### config.mk
export PLATFORM = sky130hd
export DESIGN_NAME = duhp_port
export DESIGN_NICKNAME = d
export VERILOG_FILES = /design/src/duhp_regbank.v /design/src/duhp_port.v
export VERILOG_INCLUDE_DIRS = /design/src
export SDC_FILE = /design/constraint.sdc
export NUM_CORES = 1
export LEC_CHECK = 0
export BUFFER_PORTS_ARGS = -buffer_cell sky130_fd_sc_hd__buf_2
export CORE_MARGIN = 2
export CORE_UTILIZATION = 25
export DETAILED_ROUTE_END_ITERATION = 7
export GPL_TIMING_DRIVEN = 0
export PLACE_DENSITY_LB_ADDON = 0.3
export SLEW_MARGIN = 20
export SYNTH_ARGS = -nofsm -noshare
export SYNTH_HDL_FRONTEND = slang
export SYNTH_SLANG_ARGS = --single-unit
export TNS_END_PERCENT = 20
### constraint.sdc
create_clock -name mclk -period 2.2 [get_ports mclk]
set_input_delay 0.11 -clock mclk [delete_from_list [all_inputs] [get_ports mclk]]
set_output_delay 0.11 -clock mclk [all_outputs]
set_load 0.01 [all_outputs]
### src/duhp_defines.vh
// constants for the dual uart host bus port
`ifndef DUHP_DEFINES_VH
`define DUHP_DEFINES_VH
`define DUHP_REG_COUNT 8
`define DUHP_ADDR_W 3
`define DUHP_DATA_W 8
`define DUHP_OFS_IRQ_EN 3'h1
`define DUHP_OFS_MODEM_CTL 3'h4
`define DUHP_OFS_SCRATCH 3'h7
`define DUHP_MCR_IRQ_GATE_BIT 3
`define DUHP_IER_RX_AVAIL_BIT 0
`define DUHP_IER_TX_EMPTY_BIT 1
`define DUHP_IER_RX_ERR_BIT 2
`define DUHP_IER_MODEM_BIT 3
`define DUHP_RESET_VAL 8'h00
`endif

### src/duhp_regbank.v
// register storage for one channel: eight bytes, registered read data
`include "duhp_defines.vh"
module duhp_regbank (
    input wire mclk, // system clock
    input wire arst_n, // async reset, active low
    input wire wr_en, // one-cycle write pulse
    input wire [2:0] addr, // register index
    input wire [7:0] wdata, // byte to store
    output reg [7:0] rdata, // registered read byte
    output wire [7:0] irq_en, // interrupt enable contents
    output wire [7:0] modem_ctl // modem control contents
);
    reg [7:0] mem_r [0:7];
    integer i;
    // storage, read data follows address each cycle
    always @(posedge mclk or negedge arst_n) begin
        if (!arst_n) begin
            for (i = 0; i < 8; i = i + 1) begin
                mem_r[i] <= `DUHP_RESET_VAL;
            end
            rdata <= `DUHP_RESET_VAL;
        end else begin
            if (wr_en) begin
                mem_r[addr] <= wdata;
            end
            rdata <= mem_r[addr];
        end
    end
    assign irq_en = mem_r[`DUHP_OFS_IRQ_EN];
    assign modem_ctl = mem_r[`DUHP_OFS_MODEM_CTL];
endmodule

### src/duhp_port.v
// two-channel parallel host port: selects, strobes, data bus, irq and user outputs
`include "duhp_defines.vh"
module duhp_port (
    input wire mclk, // 100 MHz system clock
    input wire arst_n, // async reset, active low
    input wire chan_a_select_n, // channel a select
    input wire chan_b_select_n, // channel b select
    input wire read_strobe_n, // read strobe
    input wire write_strobe_n, // write strobe
    input wire reg_sel_bit0, // register address bit 0
    input wire reg_sel_bit1, // register address bit 1
    input wire reg_sel_bit2, // register address bit 2
    input wire [7:0] bus_in, // data bus as seen on the pins
    output reg [7:0] bus_out, // data bus drive value
    output reg bus_oe_n, // data bus enable, low drives
    input wire [3:0] chan_a_events, // a: rx err, rx data, tx empty, modem
    input wire [3:0] chan_b_events, // b: rx err, rx data, tx empty, modem
    output reg chan_a_irq, // channel a interrupt level
    output reg chan_a_irq_oe_n, // channel a interrupt enable, low drives
    output reg chan_b_irq, // channel b interrupt level
    output reg chan_b_irq_oe_n, // channel b interrupt enable, low drives
    output reg chan_a_user_out, // channel a user output
    output reg chan_b_user_out // channel b user output
);
    // synchroniser stages for the select pins
    reg sel_a_s1_r;
    reg sel_a_s2_r;
    reg sel_b_s1_r;
    reg sel_b_s2_r;
    // synchroniser stages for the strobes
    reg rd_s1_r;
    reg rd_s2_r;
    reg wr_s1_r;
    reg wr_s2_r;
    // synchroniser stages for the address bits
    reg [2:0] addr_s1_r;
    reg [2:0] addr_s2_r;
    // synchroniser stages for the data bus and the events
    reg [7:0] bus_s1_r;
    reg [7:0] bus_s2_r;
    reg [7:0] ev_s1_r;
    reg [7:0] ev_s2_r;
    // strobe history for edge detection
    reg rd_prev_r;
    reg wr_prev_r;
    // selects rest high so no channel is picked out of reset
    always @(posedge mclk or negedge arst_n) begin
        if (!arst_n) begin
            sel_a_s1_r <= 1'b1;
            sel_a_s2_r <= 1'b1;
            sel_b_s1_r <= 1'b1;
            sel_b_s2_r <= 1'b1;
        end else begin
            sel_a_s1_r <= chan_a_select_n;
            sel_a_s2_r <= sel_a_s1_r;
            sel_b_s1_r <= chan_b_select_n;
            sel_b_s2_r <= sel_b_s1_r;
        end
    end
    // strobes rest high, as the idle pins do, so no false edge follows reset
    always @(posedge mclk or negedge arst_n) begin
        if (!arst_n) begin
            rd_s1_r <= 1'b1;
            rd_s2_r <= 1'b1;
            wr_s1_r <= 1'b1;
            wr_s2_r <= 1'b1;
        end else begin
            rd_s1_r <= read_strobe_n;
            rd_s2_r <= rd_s1_r;
            wr_s1_r <= write_strobe_n;
            wr_s2_r <= wr_s1_r;
        end
    end
    // address bits settle while the strobes are still high
    always @(posedge mclk or negedge arst_n) begin
        if (!arst_n) begin
            addr_s1_r <= 3'h7;
            addr_s2_r <= 3'h7;
        end else begin
            addr_s1_r <= {reg_sel_bit2, reg_sel_bit1, reg_sel_bit0};
            addr_s2_r <= addr_s1_r;
        end
    end
    // data bus and event levels, sampled like any other pin
    always @(posedge mclk or negedge arst_n) begin
        if (!arst_n) begin
            bus_s1_r <= 8'h00;
            bus_s2_r <= 8'h00;
            ev_s1_r <= 8'h00;
            ev_s2_r <= 8'h00;
        end else begin
            bus_s1_r <= bus_in;
            bus_s2_r <= bus_s1_r;
            ev_s1_r <= {chan_b_events, chan_a_events};
            ev_s2_r <= ev_s1_r;
        end
    end
    // strobe history reads only the second stage
    always @(posedge mclk or negedge arst_n) begin
        if (!arst_n) begin
            rd_prev_r <= 1'b1;
            wr_prev_r <= 1'b1;
        end else begin
            rd_prev_r <= rd_s2_r;
            wr_prev_r <= wr_s2_r;
        end
    end
    // settled views of the pins for the rest of the block
    wire [1:0] sel_n = {sel_b_s2_r, sel_a_s2_r};
    wire rd_n = rd_s2_r;
    wire wr_n = wr_s2_r;
    wire [2:0] addr = addr_s2_r;
    wire wr_fall = wr_prev_r & ~wr_n;
    wire rd_fall = rd_prev_r & ~rd_n;
    wire [7:0] rdata [0:1];
    wire [7:0] ien [0:1];
    wire [7:0] mctl [0:1];
    wire [1:0] irq_lvl;
    // one register bank per channel
    genvar g;
    generate
        for (g = 0; g < 2; g = g + 1) begin : chan
            // write to each selected channel; both banks take the write when both selects are low
            wire wr_this = wr_fall & ~sel_n[g];
            duhp_regbank u_bank (
                .mclk(mclk),
                .arst_n(arst_n),
                .wr_en(wr_this),
                .addr(addr),
                .wdata(bus_s2_r),
                .rdata(rdata[g]),
                .irq_en(ien[g]),
                .modem_ctl(mctl[g])
            );
            assign irq_lvl[g] = (ev_s2_r[4*g+0] & ien[g][`DUHP_IER_RX_ERR_BIT])
                | (ev_s2_r[4*g+1] & ien[g][`DUHP_IER_RX_AVAIL_BIT])
                | (ev_s2_r[4*g+2] & ien[g][`DUHP_IER_TX_EMPTY_BIT])
                | (ev_s2_r[4*g+3] & ien[g][`DUHP_IER_MODEM_BIT]);
        end
    endgenerate
    // read tracking: which channel's bank feeds the bus
    reg rd_active_r;
    reg rd_chan_r;
    always @(posedge mclk or negedge arst_n) begin
        if (!arst_n) begin
            rd_active_r <= 1'b0;
            rd_chan_r <= 1'b0;
        end else if (rd_n || (&sel_n)) begin
            rd_active_r <= 1'b0;
        end else if (rd_fall) begin
            rd_active_r <= 1'b1;
            rd_chan_r <= sel_n[0];
        end
    end
    wire [1:0] gate = {mctl[1][`DUHP_MCR_IRQ_GATE_BIT], mctl[0][`DUHP_MCR_IRQ_GATE_BIT]};
    // data bus drive: read byte and enable
    always @(posedge mclk or negedge arst_n) begin
        if (!arst_n) begin
            bus_out <= 8'h00;
            bus_oe_n <= 1'b1;
        end else begin
            bus_out <= rdata[rd_chan_r];
            bus_oe_n <= ~(rd_active_r & ~rd_n & ~sel_n[rd_chan_r]);
        end
    end
    // channel a interrupt pin: level and drive enable
    always @(posedge mclk or negedge arst_n) begin
        if (!arst_n) begin
            chan_a_irq <= 1'b0;
            chan_a_irq_oe_n <= 1'b1;
        end else begin
            chan_a_irq <= gate[0] & irq_lvl[0];
            chan_a_irq_oe_n <= ~gate[0];
        end
    end
    // channel b interrupt pin: level and drive enable
    always @(posedge mclk or negedge arst_n) begin
        if (!arst_n) begin
            chan_b_irq <= 1'b0;
            chan_b_irq_oe_n <= 1'b1;
        end else begin
            chan_b_irq <= gate[1] & irq_lvl[1];
            chan_b_irq_oe_n <= ~gate[1];
        end
    end
    // user outputs show the inverse of the gate bit
    always @(posedge mclk or negedge arst_n) begin
        if (!arst_n) begin
            chan_a_user_out <= 1'b1;
            chan_b_user_out <= 1'b1;
        end else begin
            // low while the gate bit is set; high when clear
            chan_a_user_out <= ~gate[0];
            chan_b_user_out <= ~gate[1];
        end
    end
endmodule

==> impl_metrics.tcl, run 1 <==
set metrics [dict create \
    detailedPlacementHpwl_um 11300 \
    criticalPathCategory "flop to flop" \
    synth.lib_cells_used.distinct 23 \
    vias 4147 \
    vias_in_the_first_global_route 4841 \
    worstSetupEndpointType "flop" \
    holdCritPathClass "primary input to async pin" \
    critical_path_cell_with_the_highest_stage_delay "dfstp_2" \
    critPathMaxFanout 10 \
    cts_buffers 23 \
    synth_sequential_area_ratio 0.646 \
    layout-drive-gt1-share 0.564 \
    setup-tns-final_ns 0 \
    io_buffers 39 \
    design.core.area_um2 31600 \
    postLayoutCoreUtil 0.313 \
    layout_common_cells "dfrtp_1, mux2_2, buf_2" \
    ctsRootBufferMaster "clkbuf_16" \
    required_ns 2.58 \
    floorplan.die_area_um2 33700 \
    final_setup_skew_ns 0.0177 \
    grt_pass1_wl_um 28000 \
    finalWorstPathRequiredPeriod_ns 2.01 \
    setup_violations 0 \
    drt-initial-drc-count 157 \
    timing.fmax_mhz 498 \
    critPathLaunchType "flop" \
    worstSkewPairLatency_ns 0.51 \
    critical_path_arrival_ns 2.39 \
    status "complete, no violations" \
    ys_ff_latch 207 \
    drv_cap 0 \
    die-width_um 184 \
    synth_area_per_cell_um2 17.7 \
    leak_nw 4.41 \
    wirelength_um 17300 \
    cts_tree "done" \
    avgViaCountPerCell 4.32 \
    floorplan.initialDensity 0.255 \
    antenna_cells 0 \
    dieHeight_um 184 \
    final_antenna_net_count 0 \
    ys_warn_count 0 \
    tightestPinTransition_ns 0.830 \
    ioPinCount 40 \
    cp_common_cell "buf_2" \
    clkSinkCount 207 \
    antenna_found_initial 0 \
    placementRows 65 \
    synth.largest_area_cell "dfrtp_1" \
    grt_overall_usage 0.109 \
    critPathMaxStageDelay_ns 0.55 \
    synth_fp_nets 479 \
    cts_htree_levels 1 \
    wl_per_cell_um 18.0 \
    crit_buf_inv 2 \
    firstDrtPassIters 4 \
    gp_routability_congestion 0.703 \
    synthesis.instances 454 \
    irDropWorstVdd_v 0.000625 \
    layout.nets 568 \
    area_taken_by_flip_flops_and_latches_um2 5200 \
    cp_cell_sequence "buf_2 -> buf_2 -> mux4_2 -> mux2_2" \
    multiInputGateArea_um2 2720 \
    max_slew_margin 0.446 \
    num-fill-cells 3075 \
    unrepaired_setup_endpoints_after_global_routing "no" \
    cpLargestDelayFamily "multiplexers" \
    synth.cell_area_um2 8060 \
    post_synth_main_area_contributors "dfrtp_1, mux2_2, mux4_2, dfstp_2, nand2_2" \
    layout_commonest_cell "dfrtp_1" \
    post-route-drc-count 0 \
    timing.final.max_slew_violations 0 \
    max-clock-path-buffers 3 \
    min_period_over_period 0.913 \
    clk_transition_reported_paths_ns 0.06 \
    grt_max_degree 97 \
    power.density_cell_area_nw_per_um2 1020 \
    areaGrowthSynthToFinish_pct 22.8 \
    post_cts.repair.setup_buffers 0 \
    total_overflow_reported_by_the_global_router 0 \
    synth.top_cell.area_share 0.584 \
    hold_viol 0 \
]
[Yosys cell counts (all sizes together)]
cell	instances
dfrtp	188
mux2	152
mux4	32
dfstp	19
buf	13
clkbuf	12
nand2	12
a22oi	4
nand3	4
nor2	3
a21oi	2
inv	2
nor2b	2
nor4b	2
nor4bb	2
a211oi	1
mux2i	1
nand2b	1
nand3b	1
o22a	1
[layout make-up]
class,count,area share
plain buffers,24,0.0125
clock buffers,30,0.0679
clock inverters,11,0.0167
inverters,2,0.000759
multi-input cells,220,0.275
flip-flops and latches,207,0.526
well taps,402,0.0508
repair buffers,65,0.0506
[routing by layer]
layer	global-route usage	vias to the layer above	wire length (um)
met4	0.0323	0	470
li1	-	1829	-
met5	0	-	0
met1	0.146	2221	7890
met3	0.0200	29	542
met2	0.180	68	8390
[worst paths after layout]
kind | start | to | slack, ns | cells past startpoint
max in group asynchronous | arst_n | chan_a_user_out | 1.38 | 3
worst max register to register | addr[1] | chan[0].u_bank.rdata[5] | 0.19 | 4
worst min-delay path | arst_n | chan[1].u_bank.rdata[6] | 0.07 | 2
worst max-delay path | addr[1] | chan[0].u_bank.rdata[5] | 0.19 | 4
worst min register to register | bus_s1_r[0] | bus_s2_r[0] | 0.35 | 0
min in group mclk | bus_in[1] | bus_s1_r[1] | 0.23 | 2
[per-stage QoR]
step | hold WS, ns | cells | setup WS, ns | area, um^2 | total power [mW]
5_1_grt | 0.0795 | 961 | 0.0901 | 9890 | 10.6
6_report | 0.0659 | 961 | 0.192 | 9890 | 10.1
3_3_place_gp | 0.219 | 895 | -2.31 | 8760 | 5.93
4_1_cts | 0.0613 | 962 | 0.0491 | 9900 | 10.3
3_5_place_dp | -0.0122 | 897 | 0.0509 | 8820 | 6.03
2_1_floorplan | -0.186 | 454 | 0.462 | 8060 | 5.55
[timing repair]
item                                    4_1_cts  5_1_grt
endpoints found under the setup margin        0       23
hold buffers                                 24        0
endpoints found under the hold margin       221        0
resized for setup                             0        0
[sequential cells by signal, indices dropped and copies added (netlist names), 3 cells and up]
signal and count:
bus_s2_r 8, chan.u_bank.modem_ctl 16, addr_s1_r 3, chan.u_bank.irq_en 16, ev_s2_r 8, chan.u_bank.mem_r 96
addr 3, chan.u_bank.rdata 16, bus_out 8, ev_s1_r 8, bus_s1_r 8
[kinds of logic (layout without fill, tap and decap cells)]
kind of cell	Yosys count	in the layout	share of synthesized area
AOI/OAI and AO/OA	8	8	0.00699
DFF	207	207	0.646
buffers and inverters	27	132	0.0168
muxes	185	185	0.303
and+or+nand+nor	27	27	0.0273
[report_power, final]
group / switching (mW) / internal, mW / total, mW
clock: 1.52 / 2.62 / 4.14
sequential: 0.300 / 4.44 / 4.74
combinational: 0.466 / 0.750 / 1.22
total: 2.29 / 7.81 / 10.1
Note: power is estimated with default switching activity, not from simulation.
==> run 2: changes to the inputs <==
- ABC_AREA: not set -> 1
==> run 2 against run 1 <==
  * Worst hold slack improved by 0.032 ns
  * Largest power group unchanged
  * Area after synthesis up 5.9%
  * Die area grew 5.7%
  * Sequential share of layout area down 2.2 points
  * Global-route usage is 4.0 points higher
  * Via count increased by 68%
  * Setup slack worse by 0.017 ns
  * Critical endpoint is now chan[1].u_bank.mem_r[15]
==> impl_metrics.tcl, run 2 <==
set metrics [dict create \
    status "complete, no violations" \
    gr-usage-met3 0.0201 \
    synthesis.instances 1024 \
    synth_edf_count 0 \
    post-route-worst-setup-slack_ns 0.175 \
    clkSinkCount 207 \
    max_slew_margin 0.366 \
    worst_setup_slack_for_register_to_register_paths_ns 0.17 \
    cts_tree "done" \
    floorplan.die_area_um2 35600 \
    finalWorstPathRequiredPeriod_ns 2.03 \
    place_area_um2 9350 \
    unrepaired_setup_endpoints_after_global_routing "no" \
    critical_path_arrival_ns 2.47 \
    timing.fmax_mhz 494 \
    reg2regPathDepth 5 \
    tightestPinTransition_ns 0.951 \
    final_setup_skew_ns 0.0141 \
    layout-drive-gt1-share 0.115 \
    floorplan.initialDensity 0.254 \
    areaGrowthSynthToFinish_pct 21.0 \
    final_design_area_no_fill_um2 10300 \
    largest-register "chan.u_bank.mem_r" \
    grt_pass1_wl_um 40900 \
    critPathLaunchType "flop" \
    grt_overall_usage 0.149 \
    layout.nets 1139 \
    die-width_um 189 \
    cts_htree_levels 1 \
    timing.final.max_slew_violations 0 \
    vias 6981 \
    synth.cell_area_um2 8530 \
    grt_max_degree 92 \
    global_route.usage.met2 0.234 \
    synth.largest_area_cell "dfrtp_1" \
    busiest_layer "met2" \
    post-route-drc-count 0 \
    layout_common_cells "nand2_1, dfrtp_1, o21ai_0" \
    synth_most_common_cell "nand2_1" \
    synth.lib_cells_used.distinct 21 \
    placementRows 67 \
    layout_commonest_cell "nand2_1" \
    total_overflow_reported_by_the_global_router 0 \
    synth_sequential_area_ratio 0.610 \
    worstSetupEndpointType "flop" \
    synth.cells.most_frequent "nand2_1, dfrtp_1, o21ai_0, clkbuf_1, buf_2" \
    antenna_found_initial 0 \
    final_antenna_net_count 0 \
    synth_fp_nets 1049 \
    drt-initial-drc-count 619 \
    antenna_cells 0 \
    critPathMaxFanout 10 \
    dieHeight_um 189 \
    irDropWorstVdd_v 0.000506 \
    firstDrtPassIters 7 \
    clk_transition_reported_paths_ns 0.06 \
    ys_warn_count 0 \
    power.density_cell_area_nw_per_um2 949 \
    wl_per_cell_um 16.4 \
    cts_buffers 23 \
    wirelength_um 25900 \
    leak_nw 5.28 \
    gp_routability_congestion 0.884 \
    ioPinCount 40 \
    required_ns 2.64 \
    ys_ff_latch 207 \
    avgViaCountPerCell 4.42 \
    holdCritPathClass "primary input to async pin" \
    hold_viol 0 \
    setup_violations 0 \
    design.core.area_um2 33500 \
    max-clock-path-buffers 3 \
    met1_usage 0.212 \
    pre_cts_slack_ns 0.149 \
    criticalPathCategory "flop to flop" \
    largest_register_ffs 96 \
    drv_cap 0 \
    detailedPlacementHpwl_um 17700 \
    synth.top_cell.area_share 0.552 \
    vias_in_the_first_global_route 6922 \
    synthFlopType "dfrtp_1" \
    worstSkewPairLatency_ns 0.52 \
    min_period_over_period 0.920 \
    ctsRootBufferMaster "clkbuf_16" \
    synth_area_per_cell_um2 8.33 \
    io_buffers 39 \
    post_synth_main_area_contributors "dfrtp_1, nand2_1, o21ai_0, dfstp_2, buf_2" \
    synthArstFlopShare 1.00 \
]
## run 2: where the power goes
group          internal, mW  total, mW  leakage (nW)  switching, mW
registers              4.39       4.67          2.61          0.284
logic                 0.452       1.33          2.31          0.873
clock network          2.23       3.80         0.361           1.57
total                  7.06       9.79          5.28           2.73
## run 2: worst paths after layout
check                                            to        startpoint
setup / recovery           chan[1].u_bank.mem_r[15]           addr[1]
hold / removal                           ev_s1_r[7]            arst_n
setup reg to reg           chan[1].u_bank.mem_r[15]           addr[1]
hold reg to reg                         bus_s2_r[2]       bus_s1_r[2]
max in group asynchronous                bus_out[0]            arst_n
min in group mclk                        ev_s1_r[4]  chan_b_events[0]
## run 2: final cells by class
| cell class | count | area [um^2] |
|---|---|---|
| fillers | 3643 | 23200 |
| plain buffers | 55 | 251 |
| flip-flops and latches | 207 | 5200 |
| inverters | 19 | 71.3 |
| repair buffers | 65 | 500 |
| clock inverters | 10 | 103 |
| multi-input cells | 743 | 3000 |
| clock buffers | 31 | 626 |
| well taps | 448 | 561 |
## run 2: through the flow
step                      power (mW)  std cells  setup TNS, ns  utilization  hold WS, ns
after detailed placement        6.03       1513              0        0.279       0.0518
final                           9.79       1578              0        0.308       0.0983
after global placement          5.99       1511        -515.86        0.277        0.217
after CTS                       9.89       1578              0        0.308        0.104
after floorplan                 5.45       1024              0            -       -0.186
after global routing            10.3       1578              0        0.308        0.132
## run 2: worst max-delay path, stage by stage, from the launching register on
cell	delay (ns)
dfstp_2	0.56
buf_4	0.19
nand3_1	0.34
nor2_1	0.59
nand2_1	0.17
nand2_1	0.10
## run 2: logic make-up (layout without fill, tap and decap cells)
| kind of cell | after synthesis | after routing | synth area share |
|---|---|---|---|
| buf+inv | 74 | 180 | 0.0378 |
| flops | 207 | 207 | 0.610 |
| simple gates | 606 | 606 | 0.271 |
| compound gates | 137 | 137 | 0.0810 |
## run 2: routing by layer
| metal | vias up | wire length, um |
|---|---|---|
| met5 | - | 0 |
| met4 | 0 | 890 |
| met3 | 52 | 1460 |
| met2 | 210 | 11600 |
| met1 | 3352 | 11900 |
| li1 | 3367 | - |
## run 2: timing repair
item	4_1_cts	5_1_grt
hold buffers	24	0
resized for setup	0	0
buffers inserted	0	0
hold endpoints to repair	122	0
